===== config.mk =====
export PLATFORM = sky130hd
export DESIGN_NAME = iptd_top
export DESIGN_NICKNAME = d
export VERILOG_FILES = /design/src/inc/iptd_pkg.sv /design/src/verilog/iptd_filt.sv /design/src/verilog/iptd_top.sv
export SDC_FILE = /design/constraint.sdc
export NUM_CORES = 1
export LEC_CHECK = 0
export BUFFER_PORTS_ARGS = -buffer_cell sky130_fd_sc_hd__clkbuf_2
export CAP_MARGIN = 25
export CORE_ASPECT_RATIO = 1.4
export CORE_MARGIN = 1.5
export CORE_UTILIZATION = 40
export DETAILED_ROUTE_END_ITERATION = 10
export PLACE_DENSITY_LB_ADDON = 0.1
export SYNTH_ARGS = -nofsm -noshare
export SYNTH_HDL_FRONTEND = slang
export SYNTH_SLANG_ARGS = --single-unit

===== constraint.sdc =====
create_clock -name clk_sys -period 5.3 [get_ports clk_sys]
set_input_delay 1.59 -clock clk_sys [delete_from_list [all_inputs] [get_ports clk_sys]]
set_output_delay 1.59 -clock clk_sys [all_outputs]
set_load 0.02 [all_outputs]

===== src/inc/iptd_pkg.sv =====
// iptd_pkg: constants, pin and diagnostic carriers, state types of the injector phase timer
// assumes a 40 MHz system clock and an 8 MHz resonator clock sampled as a plain input
//
// Functional notes
// - peak-phase time code is 3 bits: 192 us plus 32 us per step.
// - second-phase time code is 5 bits: 2 us per step, 0 to 62 us.
// - new codes reach the counters only when the second-phase interval ends.
// - group A and group B each keep their own active code latch.
// - written codes go to a holding register at once, applied later.
// - flag peak overtime when peak phase outlasts the programmed peak time.
// - flag peak undertime when peak phase ends before the fixed threshold.
// - overcurrent or overtemperature switches off after an 8 to 18 us filter (no overtemperature input here; overcurrent only, 8 us filter).
// - off-state overvoltage reported after a 3.5 to 4.5 ms filter.
// - high-side feedback acted on only after a 50 to 250 ns filter.
// - reset pin low or undervoltage: switches off, controls high, diagnostics cleared.
package iptd_pkg;
   // clock rates
   localparam int CLK_NS = 25;
   localparam int OSC_KHZ = 8000;
   // programmable timings
   localparam int PEAK_BASE_US = 192;
   localparam int PEAK_STEP_US = 32;
   localparam int SEC_STEP_US = 2;
   localparam int PEAK_BASE_TK = PEAK_BASE_US * OSC_KHZ / 1000;
   localparam int PEAK_STEP_TK = PEAK_STEP_US * OSC_KHZ / 1000;
   localparam int SEC_STEP_TK = SEC_STEP_US * OSC_KHZ / 1000;
   // diagnostic thresholds and filters
   localparam int UNDER_US = 10;
   localparam int OVC_FILT_US = 8;
   localparam int OV_FILT_US = 3500;
   localparam int HS_FILT_NS = 50;
   localparam logic [11:0] UNDER_TK = 12'(UNDER_US * OSC_KHZ / 1000);
   localparam logic [15:0] OVC_FILT_TK = 16'(OVC_FILT_US * OSC_KHZ / 1000);
   localparam logic [15:0] OV_FILT_TK = 16'(OV_FILT_US * OSC_KHZ / 1000);
   localparam logic [15:0] HS_FILT_CYC = 16'((HS_FILT_NS + CLK_NS - 1) / CLK_NS);
   // widths
   localparam int CNT_W = 12;
   localparam int FILT_W = 16;

   typedef enum logic [1:0] {
      PH_IDLE = 2'b00,
      PH_PEAK = 2'b01,
      PH_SECOND = 2'b10,
      PH_HOLD = 2'b11
   } iptd_phase_t;

   typedef struct packed {
      logic osc_clk;
      logic [3:0] channel_on_low;
      logic [1:0] peak_reached;
      logic [3:0] overcurrent;
      logic [3:0] off_overvolt;
      logic [1:0] high_side_feedback;
      logic reset_input_low;
      logic supply_low;
   } iptd_pin_t;

   typedef struct packed {
      logic [1:0] peak_over;
      logic [1:0] peak_under;
      logic [3:0] ovc_off;
      logic [3:0] off_ov;
      logic [1:0] hs_fb;
   } iptd_diag_t;

   typedef struct packed {
      logic [FILT_W-1:0] cnt;
      logic qual;
   } iptd_filt_st_t;

   typedef struct packed {
      iptd_pin_t s1;
      iptd_pin_t s2;
      logic osc_prev;
      logic [2:0] pk_hold;
      logic [4:0] sc_hold;
      logic [1:0][2:0] pk_act;
      logic [1:0][4:0] sc_act;
      iptd_phase_t [1:0] ph;
      logic [1:0][CNT_W-1:0] cnt;
      logic [3:0] ovc_st;
      logic [3:0] ov_st;
      iptd_diag_t diag;
      logic [3:0] ls_on;
      logic [1:0] bat_n;
      logic [1:0] bst_n;
      logic sdo_oe;
   } iptd_top_st_t;
endpackage


===== src/verilog/iptd_filt.sv =====
// iptd_filt: level filter, output follows input only after it held steady for limit steps
// assumes cond already synchronised to clk_sys; tick marks one counting step
`timescale 1ns/1ps
`default_nettype none
module iptd_filt (
   // clock and reset
   input wire logic clk_sys,
   input wire logic nrst,
   // control
   input wire logic tick,
   input wire logic clr,
   input wire logic [iptd_pkg::FILT_W-1:0] limit,
   // level in and out
   input wire logic cond,
   output logic qual
);
   iptd_pkg::iptd_filt_st_t st_r;
   iptd_pkg::iptd_filt_st_t st_nxt;

   always_comb begin
      st_nxt = st_r;
      if (clr) begin
         st_nxt = '0;
      end else if (cond == st_r.qual) begin
         st_nxt.cnt = '0;
      end else if (tick) begin
         if (st_r.cnt >= limit - 16'h0001) begin
            st_nxt.qual = cond;
            st_nxt.cnt = '0;
         end else begin
            st_nxt.cnt = st_r.cnt + 16'h0001;
         end
      end
   end

   always_ff @(posedge clk_sys or negedge nrst) begin
      if (!nrst) begin
         st_r <= '0;
      end else begin
         st_r <= st_nxt;
      end
   end

   assign qual = st_r.qual;
endmodule // iptd_filt
`default_nettype wire


===== src/verilog/iptd_top.sv =====
// iptd_top: phase timing, code latching and fault qualification of a quad injector driver
// assumes all pins arrive asynchronously; code and clear strobes come from clk_sys logic
`timescale 1ns/1ps
`default_nettype none
module iptd_top #(
   parameter logic [15:0] OV_FILT_TK = iptd_pkg::OV_FILT_TK
) (
   // clock and reset
   input wire logic clk_sys,
   input wire logic nrst,
   // device pins
   input wire iptd_pkg::iptd_pin_t pins,
   // serial interface side
   input wire logic code_wr,
   input wire logic [2:0] peak_code,
   input wire logic [4:0] second_code,
   input wire logic diag_clr,
   // switch controls
   output logic [3:0] ls_on,
   output logic [1:0] high_side_ctrl_battery,
   output logic [1:0] high_side_ctrl_boost,
   output logic serial_out_oe,
   // diagnostics
   output iptd_pkg::iptd_diag_t diag,
   output logic [2:0] peak_code_act_a,
   output logic [2:0] peak_code_act_b
);
   iptd_pkg::iptd_top_st_t st_r;
   iptd_pkg::iptd_top_st_t st_nxt;
   logic tick;
   logic force_off;
   logic [3:0] ovc_q;
   logic [3:0] ov_q;
   logic [1:0] fb_q;

   function automatic logic [iptd_pkg::CNT_W-1:0] peak_ticks(input logic [2:0] code);
      peak_ticks = 12'(iptd_pkg::PEAK_BASE_TK) + 12'(iptd_pkg::PEAK_STEP_TK) * {9'h000, code};
   endfunction

   function automatic logic [iptd_pkg::CNT_W-1:0] sec_ticks(input logic [4:0] code);
      sec_ticks = 12'(iptd_pkg::SEC_STEP_TK) * {7'h00, code};
   endfunction

   // resonator step and forced-off condition
   assign tick = st_r.s2.osc_clk & ~st_r.osc_prev;
   assign force_off = ~st_r.s2.reset_input_low | st_r.s2.supply_low;

   // fault filters per channel, feedback filters per group
   genvar gi;
   generate
      for (gi = 0; gi < 4; gi++) begin : g_ch
         iptd_filt u_ovc (
            .clk_sys(clk_sys),
            .nrst(nrst),
            .tick(tick),
            .clr(force_off),
            .limit(iptd_pkg::OVC_FILT_TK),
            .cond(st_r.s2.overcurrent[gi]),
            .qual(ovc_q[gi])
         );
         iptd_filt u_ov (
            .clk_sys(clk_sys),
            .nrst(nrst),
            .tick(tick),
            .clr(force_off),
            .limit(OV_FILT_TK),
            .cond(st_r.s2.off_overvolt[gi] & ~st_r.ls_on[gi]),
            .qual(ov_q[gi])
         );
      end
      for (gi = 0; gi < 2; gi++) begin : g_grp
         iptd_filt u_fb (
            .clk_sys(clk_sys),
            .nrst(nrst),
            .tick(1'b1),
            .clr(force_off),
            .limit(iptd_pkg::HS_FILT_CYC),
            .cond(st_r.s2.high_side_feedback[gi]),
            .qual(fb_q[gi])
         );
      end
   endgenerate

   always_comb begin
      logic on_g;
      on_g = 1'b0;
      st_nxt = st_r;
      st_nxt.s1 = pins;
      st_nxt.s2 = st_r.s1;
      st_nxt.osc_prev = st_r.s2.osc_clk;
      st_nxt.ovc_st = ovc_q;
      st_nxt.ov_st = ov_q;

      // holding register takes every write at once
      if (code_wr) begin
         st_nxt.pk_hold = peak_code;
         st_nxt.sc_hold = second_code;
      end

      // sticky diagnostics: clear first, events after so a set wins; hs_fb is not sticky and follows its filter
      if (diag_clr) begin
         st_nxt.diag.peak_over = '0;
         st_nxt.diag.peak_under = '0;
         st_nxt.diag.ovc_off = '0;
         st_nxt.diag.off_ov = '0;
      end
      st_nxt.diag.ovc_off = st_nxt.diag.ovc_off | (ovc_q & ~st_r.ovc_st);
      st_nxt.diag.off_ov = st_nxt.diag.off_ov | (ov_q & ~st_r.ov_st);
      st_nxt.diag.hs_fb = fb_q;

      // phase sequence per group
      for (int g = 0; g < 2; g++) begin
         on_g = ~(st_r.s2.channel_on_low[2*g] & st_r.s2.channel_on_low[2*g+1]);
         unique case (st_r.ph[g])
            iptd_pkg::PH_IDLE: begin
               st_nxt.cnt[g] = '0;
               if (on_g) begin
                  st_nxt.ph[g] = iptd_pkg::PH_PEAK;
               end
            end
            iptd_pkg::PH_PEAK: begin
               if (!on_g) begin
                  st_nxt.ph[g] = iptd_pkg::PH_IDLE;
               end else if (st_r.s2.peak_reached[g]) begin
                  if (st_r.cnt[g] < iptd_pkg::UNDER_TK) begin
                     st_nxt.diag.peak_under[g] = 1'b1;
                  end
                  st_nxt.ph[g] = iptd_pkg::PH_SECOND;
                  st_nxt.cnt[g] = '0;
               end else if (st_r.cnt[g] >= peak_ticks(st_r.pk_act[g])) begin
                  st_nxt.diag.peak_over[g] = 1'b1;
                  st_nxt.ph[g] = iptd_pkg::PH_SECOND;
                  st_nxt.cnt[g] = '0;
               end else if (tick) begin
                  st_nxt.cnt[g] = st_r.cnt[g] + 12'h001;
               end
            end
            iptd_pkg::PH_SECOND: begin
               if (st_r.cnt[g] >= sec_ticks(st_r.sc_act[g])) begin
                  st_nxt.pk_act[g] = st_r.pk_hold;
                  st_nxt.sc_act[g] = st_r.sc_hold;
                  st_nxt.ph[g] = on_g ? iptd_pkg::PH_HOLD : iptd_pkg::PH_IDLE;
                  st_nxt.cnt[g] = '0;
               end else if (tick) begin
                  st_nxt.cnt[g] = st_r.cnt[g] + 12'h001;
               end
            end
            iptd_pkg::PH_HOLD: begin
               if (!on_g) begin
                  st_nxt.ph[g] = iptd_pkg::PH_IDLE;
               end
            end
         endcase
      end

      // forced-off state overrides sequence and diagnostics
      if (force_off) begin
         st_nxt.ph[0] = iptd_pkg::PH_IDLE;
         st_nxt.ph[1] = iptd_pkg::PH_IDLE;
         st_nxt.cnt = '0;
         st_nxt.diag = '0;
      end

      // registered switch controls
      for (int c = 0; c < 4; c++) begin
         st_nxt.ls_on[c] = ~st_r.s2.channel_on_low[c] & ~st_nxt.diag.ovc_off[c]
            & (st_nxt.ph[c/2] != iptd_pkg::PH_IDLE) & ~force_off;
      end
      for (int g = 0; g < 2; g++) begin
         st_nxt.bst_n[g] = ~(st_nxt.ph[g] == iptd_pkg::PH_PEAK) | force_off;
         st_nxt.bat_n[g] = ~((st_nxt.ph[g] == iptd_pkg::PH_HOLD) & ~fb_q[g]) | force_off;
      end
      st_nxt.sdo_oe = ~force_off;
   end

   always_ff @(posedge clk_sys or negedge nrst) begin
      if (!nrst) begin
         st_r <= '0;
         st_r.bat_n <= 2'h3;
         st_r.bst_n <= 2'h3;
      end else begin
         st_r <= st_nxt;
      end
   end

   assign ls_on = st_r.ls_on;
   assign high_side_ctrl_battery = st_r.bat_n;
   assign high_side_ctrl_boost = st_r.bst_n;
   assign serial_out_oe = st_r.sdo_oe;
   assign diag = st_r.diag;
   assign peak_code_act_a = st_r.pk_act[0];
   assign peak_code_act_b = st_r.pk_act[1];
endmodule // iptd_top
`default_nettype wire


==> results of run 1 <==
-- metrics by stage --
step | setup slack [ns] | power (mW)
floorplan | 2.67 | 2.65
global placement | 2.32 | 2.78
detailed placement | 2.33 | 2.79
CTS | 2.33 | 5.06
global route | 2.05 | 5.18
finish | 2.32 | 4.96
-- where the power goes --
part	switching, mW	internal (mW)	leakage, nW	total, mW
sequential	0.0510	2.31	3.88	2.36
combinational	0.234	0.146	2.50	0.380
clock	0.889	1.34	0.516	2.23
total	1.17	3.79	6.89	4.96
-- final cells by class --
cell class / count / area [um2]
Clock buffer: 46 / 922
Clock inverter: 9 / 126
Inverter: 56 / 210
Multi-Input combinational cell: 938 / 5710
Fill cell: 3248 / 18000
Sequential cell: 292 / 7310
Timing Repair Buffer: 71 / 408
Tap cell: 445 / 557
-- worst max-delay path, stage by stage, from the launching register on --
cell and delay (ns):
dfrtp_1 0.39, inv_1 0.06, ha_1 0.29, ha_1 0.28
or4b_1 0.18, o31ai_1 0.09, or3b_2 0.48, a21boi_1 0.72
o21ai_0 0.20, a31oi_1 0.21
-- how the worst min path moves through the flow --
stage                                 to  slack [ns]  depth (start not counted)
floorplan           st_nxt[83]$_DFF_PN0_        0.33                          0
global placement     st_r[101]$_DFF_PN0_        0.33                          0
detailed placement    st_r[93]$_DFF_PN0_        0.33                          0
CTS                   st_r[89]$_DFF_PN0_        0.35                          0
global route          st_r[87]$_DFF_PN0_        0.36                          0
finish              st_nxt[83]$_DFF_PN0_        0.35                          0
-- cells in the final DEF (no fill, tap or decap), drive strengths merged, types with 4 or more instances in the layout --
master,instances
a21o,11
a21oi,72
a22o,12
a22oi,4
a31oi,50
and2,21
and3,39
and4,10
buf,13
clkbuf,104
clkinv,6
conb,26
dfrtp,288
dfstp,4
ha,48
inv,55
mux2,24
mux2i,5
nand2,118
nand2b,13
nand3,54
nand4,35
nand4b,4
nor2,133
nor2b,7
nor3,31
nor3b,6
nor4,18
nor4b,6
o2111ai,4
o21ai,70
o31ai,8
or2,5
or3,21
or4,5
xnor2,20
xor2,21
-- logic make-up (layout without fill, tap and decap cells) --
| family | count (synthesis) | after routing | synth area share |
|---|---|---|---|
| xor+xnor | 41 | 41 | 0.0267 |
| other cells | 1 | 26 | 0.000278 |
| simple gates | 536 | 536 | 0.203 |
| compound gates | 257 | 257 | 0.118 |
| fa+ha+maj | 49 | 49 | 0.0453 |
| flops | 292 | 292 | 0.543 |
| buf+inv | 112 | 182 | 0.0403 |
| mux | 29 | 29 | 0.0238 |
-- routing by layer --
layer | wire length (um) | share of wire | global-route usage | vias up
met5 | 0 | 0 | 0 | -
met4 | 1040 | 0.034 | 0.0710 | 0
met3 | 991 | 0.032 | 0.0230 | 56
met2 | 15000 | 0.49 | 0.313 | 142
met1 | 13500 | 0.44 | 0.233 | 4836
li1 | - | - | - | 4775
-- flip-flops by register name (all words and copies together) (netlist names) --
| signal | count |
|---|---|
| g_ch.u_ov.st_r | 64 |
| g_grp.u_fb.qual | 2 |
| high_side_ctrl_battery | 2 |
| st_nxt | 20 |
| g_grp.u_fb.st_r | 32 |
| g_ch.u_ovc.qual | 4 |
| peak_code_act_b | 3 |
| diag | 14 |
| peak_code_act_a | 3 |
| serial_out_oe | 1 |
| g_ch.u_ovc.st_r | 64 |
| ls_on | 4 |
| st_r | 73 |
| high_side_ctrl_boost | 2 |
| g_ch.u_ov.qual | 4 |
==> metrics.cfg, run 1 <==
[detailed_routing]
route.final.wire_length_um=30500
wire_per_inst_um=16.4
dr.pass1.iters=5
via_count=9809
via_per_inst=5.28
ant_nets=0
drt_iter0_drc=435
drc=0

[sta]
tns_ns=0
finalHoldViolations=0
layout_min_cycle_time_ns=2.98
drv_slew=0
period_share=0.562
fmax_ghz=0.336
rsz0062_at_grt=no
tightestPinTransition_ns=0.964
slew_headroom=0.357
setup_viol=0
hold-worst-slack_ns=0.347
skew_ns=0.00702

[die]
row_count=79
design.portCount=60
dieWidth_um=158
die_y_um=220
die-area_mm2=0.0348
core_area_mm2=0.0332
initial_utilization=0.405

[worst_setup_path]
crit_end=st_r[54]$_DFFE_PN0P_
end_kind=flop
r2r_start=peak_code_act_b[1]$_DFFE_PN0P_
required_ns=5.79
start_kind=flop
reg2reg_depth=9
crit_path_max_fanout=13
crit_arrival_ns=3.47
r2r_slack_ns=2.32
r2r_end=st_r[54]$_DFFE_PN0P_
critPathKind=flop to flop
crit_start=peak_code_act_b[1]$_DFFE_PN0P_

[yosys]
yosysWarnings=0
ys.flop_type=dfrtp_1
synth_cell_types=75
yosysSeqAreaShare=0.543
yosysMostFrequentCell=dfrtp_1
synth_seq_cells=292
synth-edff-count=0
synthArstFlopShare=1.00
synth_area_leaders=dfrtp_1, ha_1, nor2_1, nand2_1, a21oi_1
synthTopCellsByCount=dfrtp_1, nor2_1, nand2_1, a21oi_1, o21ai_0
syn-cell-area_mm2=0.0135
synth.largest_area_cell=dfrtp_1
avgSynthCellArea_um2=10.2
synth_top_area_share=0.535
synthCells=1317

[grt]
grt_pass1_wl_um=50400
antenna_found_initial=0
overflow=0
grt_use_total=0.182
grt_max_degree=119
first_global_vias=9609

[finish]
drive_gt1_frac=0.116
diodes=0
synthToLayoutAreaGrowth_pct=13.2
utilization=0.459
stdcell_count=1857
fin_nets=1468
fin_area_mm2=0.0152

[run]
maxCapViolCount=0

[cts]
cts_buffer_depth=3
cts_buffers=30
post_cts_resized=0
clk_pin_slew_ns=0.06
cts-root-buf=clkbuf_16
cts_tree=yes
cts.sinks=292
clkLatencyLatePin_ns=0.56
holdBufCountCts=0
cts_setup_buffers=0
ctsHtreeMaxLevel=1

[min_path]
min_path_type=flop to flop
hp-start=st_nxt[102]$_DFF_PN0_

[placement]
gp_congestion=0.820
dp_hpwl_um=21000
dpl.cell_count=1802
placed_cell_area_mm2=0.0142
io_buffers=59

[pwr]
ir_drop_mv=0.269
leakage_nw=6.89
cellPowerDensity_mw_per_mm2=326

[outcome]
status=complete, no violations

Note: power is estimated with default switching activity, not from simulation.
==> inputs of run 2 (changes only) <==
--- a/config.mk
+++ b/config.mk
@@ -5,6 +5,7 @@
 export SDC_FILE = /design/constraint.sdc
 export NUM_CORES = 1
 export LEC_CHECK = 0
+export ABC_AREA = 1
 export BUFFER_PORTS_ARGS = -buffer_cell sky130_fd_sc_hd__clkbuf_2
 export CAP_MARGIN = 25
 export CORE_ASPECT_RATIO = 1.4
==> constraint.sdc (replaced) <==
create_clock -name clk_sys -period 3.02 [get_ports clk_sys]
set_input_delay 0.906 -clock clk_sys [delete_from_list [all_inputs] [get_ports clk_sys]]
set_output_delay 0.906 -clock clk_sys [all_outputs]
set_load 0.02 [all_outputs]
==> run 2 against run 1 <==
Core utilization up 0.28 points. Synthesized area is 1.1% higher. Wire length down 7.0%. Worst hold slack got worse by 0.034 ns. Clock skew is 0.0016 ns higher.
==> metrics.cfg, run 2 <==
[outcome]
status=complete, no violations

[cts]
post_cts_resized=0
cts_buffer_depth=3
ctsHtreeMaxLevel=1
cts_buffers=31
holdBufCountCts=0
clkLatencyLatePin_ns=0.56
cts.sinks=292
cts_setup_buffers=0
clk_pin_slew_ns=0.06
cts_tree=yes
cts-root-buf=clkbuf_16

[grt]
overflow=0
antenna_found_initial=0
grt_use_total=0.166
grt_max_degree=68
first_global_vias=9867
grt_pass1_wl_um=48300

[run]
maxCapViolCount=0

[yosys]
synth_seq_cells=292
synth.largest_area_cell=dfrtp_1
synth_cell_types=53
yosysMostFrequentCell=dfrtp_1
synth_area_leaders=dfrtp_1, nand2_1, inv_1, nor2_1, ha_1
synthTopCellsByCount=dfrtp_1, nand2_1, inv_1, nor2_1, o21ai_0
syn-cell-area_mm2=0.0136
ys.flop_type=dfrtp_1
yosysSeqAreaShare=0.537
avgSynthCellArea_um2=8.98
synthCells=1516
synthArstFlopShare=1.00
synth-edff-count=0
synth_top_area_share=0.529
yosysWarnings=0

[worst_setup_path]
crit_path_max_fanout=1
path_delay_family=flip-flops
cp_slowest_cell=dfstp_2
crit_arrival_ns=1.30
critPathKind=flop to output pin
required_ns=2.11
end_kind=output pin
slowest_delay_ns=0.56
crit_buf_inv=1
crit_chain=clkbuf_2
start_kind=flop

[finish]
largest_registers=st_r x73, g_ch.u_ov.st_r x64, g_ch.u_ovc.st_r x64
fin_area_mm2=0.0154
layout_commonest_cell=dfrtp_1
synthToLayoutAreaGrowth_pct=13.3
largest_reg_flops=73
top_register=st_r
final_cell_mix=dfrtp_1, nand2_1, inv_1
drive_gt1_frac=0.120
diodes=0
fin_nets=1676

[die]
initial_utilization=0.407
dieWidth_um=159
design.portCount=60
die_y_um=221
die-area_mm2=0.0352
row_count=79
core_area_mm2=0.0334

[placement]
gp_congestion=0.814
dp_hpwl_um=20500
io_buffers=59
placed_cell_area_mm2=0.0144

[sta]
period_share=0.731
finalHoldViolations=0
layout_min_cycle_time_ns=2.21
fmax_ghz=0.453
tns_ns=0
rsz0062_at_grt=no
setup_viol=0
tightestPinTransition_ns=0.598
slew_headroom=0.601
drv_slew=0
skew_ns=0.00862

[detailed_routing]
via_per_inst=4.77
route.final.wire_length_um=28400
wire_per_inst_um=13.8
drt_iter0_drc=482
drc=0
dr.pass1.iters=5
via_count=9842
ant_nets=0

[pwr]
ir_drop_mv=0.462
cellPowerDensity_mw_per_mm2=598
leakage_nw=7.12

[min_path]
min_path_type=primary input to async pin

[run 2: cell types whose count changed in the layout (fill, tap and decap cells not counted), moves of 12 or more]
cell | previous run | this run
a31oi_1 | 50 | 9
and2_1 | 21 | 0
and3_1 | 39 | 1
inv_1 | 55 | 233
mux2_2 | 24 | 0
nand2_1 | 118 | 257
nand2_2 | 0 | 14
nand2b_1 | 12 | 0
nand3_1 | 54 | 68
nor2_1 | 131 | 161
o22ai_1 | 0 | 22
or3_1 | 21 | 0
[run 2: path summary, 6_finish.rpt]
kind,to,from,slack (ns),cells after the start
worst min register to register,st_r[93]$_DFF_PN0_,st_nxt[93]$_DFF_PN0_,0.35,0
worst min-delay path,g_ch[2].u_ov.st_r[10]$_DFFE_PN0P_,nrst,0.31,1
max in group asynchronous,high_side_ctrl_battery[1]$_DFF_PN1_,nrst,1.95,2
worst max-delay path,high_side_ctrl_battery[0],high_side_ctrl_battery[0]$_DFF_PN1_,0.81,1
worst max register to register,st_r[41]$_DFFE_PN0P_,peak_code_act_a[1]$_DFFE_PN0P_,0.83,12
min in group clk_sys,st_r[93]$_DFF_PN0_,st_nxt[93]$_DFF_PN0_,0.35,0
[run 2: area by class of cell]
type | instances | area (um2)
Sequential cell | 292 | 7310
Fill cell | 3348 | 18000
Tap cell | 445 | 557
Timing Repair Buffer | 71 | 458
Multi-Input combinational cell | 959 | 5160
Inverter | 242 | 911
Clock buffer | 45 | 868
Clock inverter | 10 | 159
[run 2: where the power goes]
part | internal [mW] | switching (mW) | leakage (nW)
registers | 4.12 | 0.128 | 3.86
logic | 0.393 | 0.735 | 2.76
clock network | 2.32 | 1.53 | 0.495
[run 2: stage by stage]
step / instances / hold slack [ns] / utilization / total power, mW / setup slack, ns
5_1_grt: 2064 / 0.334 / 0.462 / 9.72 / 0.593
4_1_cts: 2064 / 0.320 / 0.462 / 9.38 / 0.763
6_report: 2064 / 0.312 / 0.462 / 9.22 / 0.814
3_5_place_dp: 2009 / 0.335 / 0.431 / 5.46 / 0.806
3_3_place_gp: 2009 / 0.337 / 0.431 / 5.44 / 0.809
2_1_floorplan: 1541 / 0.331 / - / 5.13 / 1.10
[run 2: metal layers]
| metal | GRT usage | part of all wire | routed length (um) | vias up |
|---|---|---|---|---|
| li1 | - | - | - | 4975 |
| met1 | 0.208 | 0.44 | 12600 | 4698 |
| met3 | 0.0261 | 0.037 | 1040 | 33 |
| met4 | 0.0460 | 0.017 | 486 | 0 |
| met2 | 0.296 | 0.50 | 14300 | 136 |
| met5 | 0 | 0 | 0 | - |
[run 2: logic make-up after synthesis]
kind of cell	after synthesis	synth area share
AND/OR/NAND/NOR	628	0.212
adder cells (fa/ha/maj)	48	0.0441
XOR/XNOR	41	0.0264
AO/OA/AOI/OAI	213	0.0871
other	1	0.000275
buffers and inverters	290	0.0904
multiplexers	3	0.00221
flip-flops	292	0.537
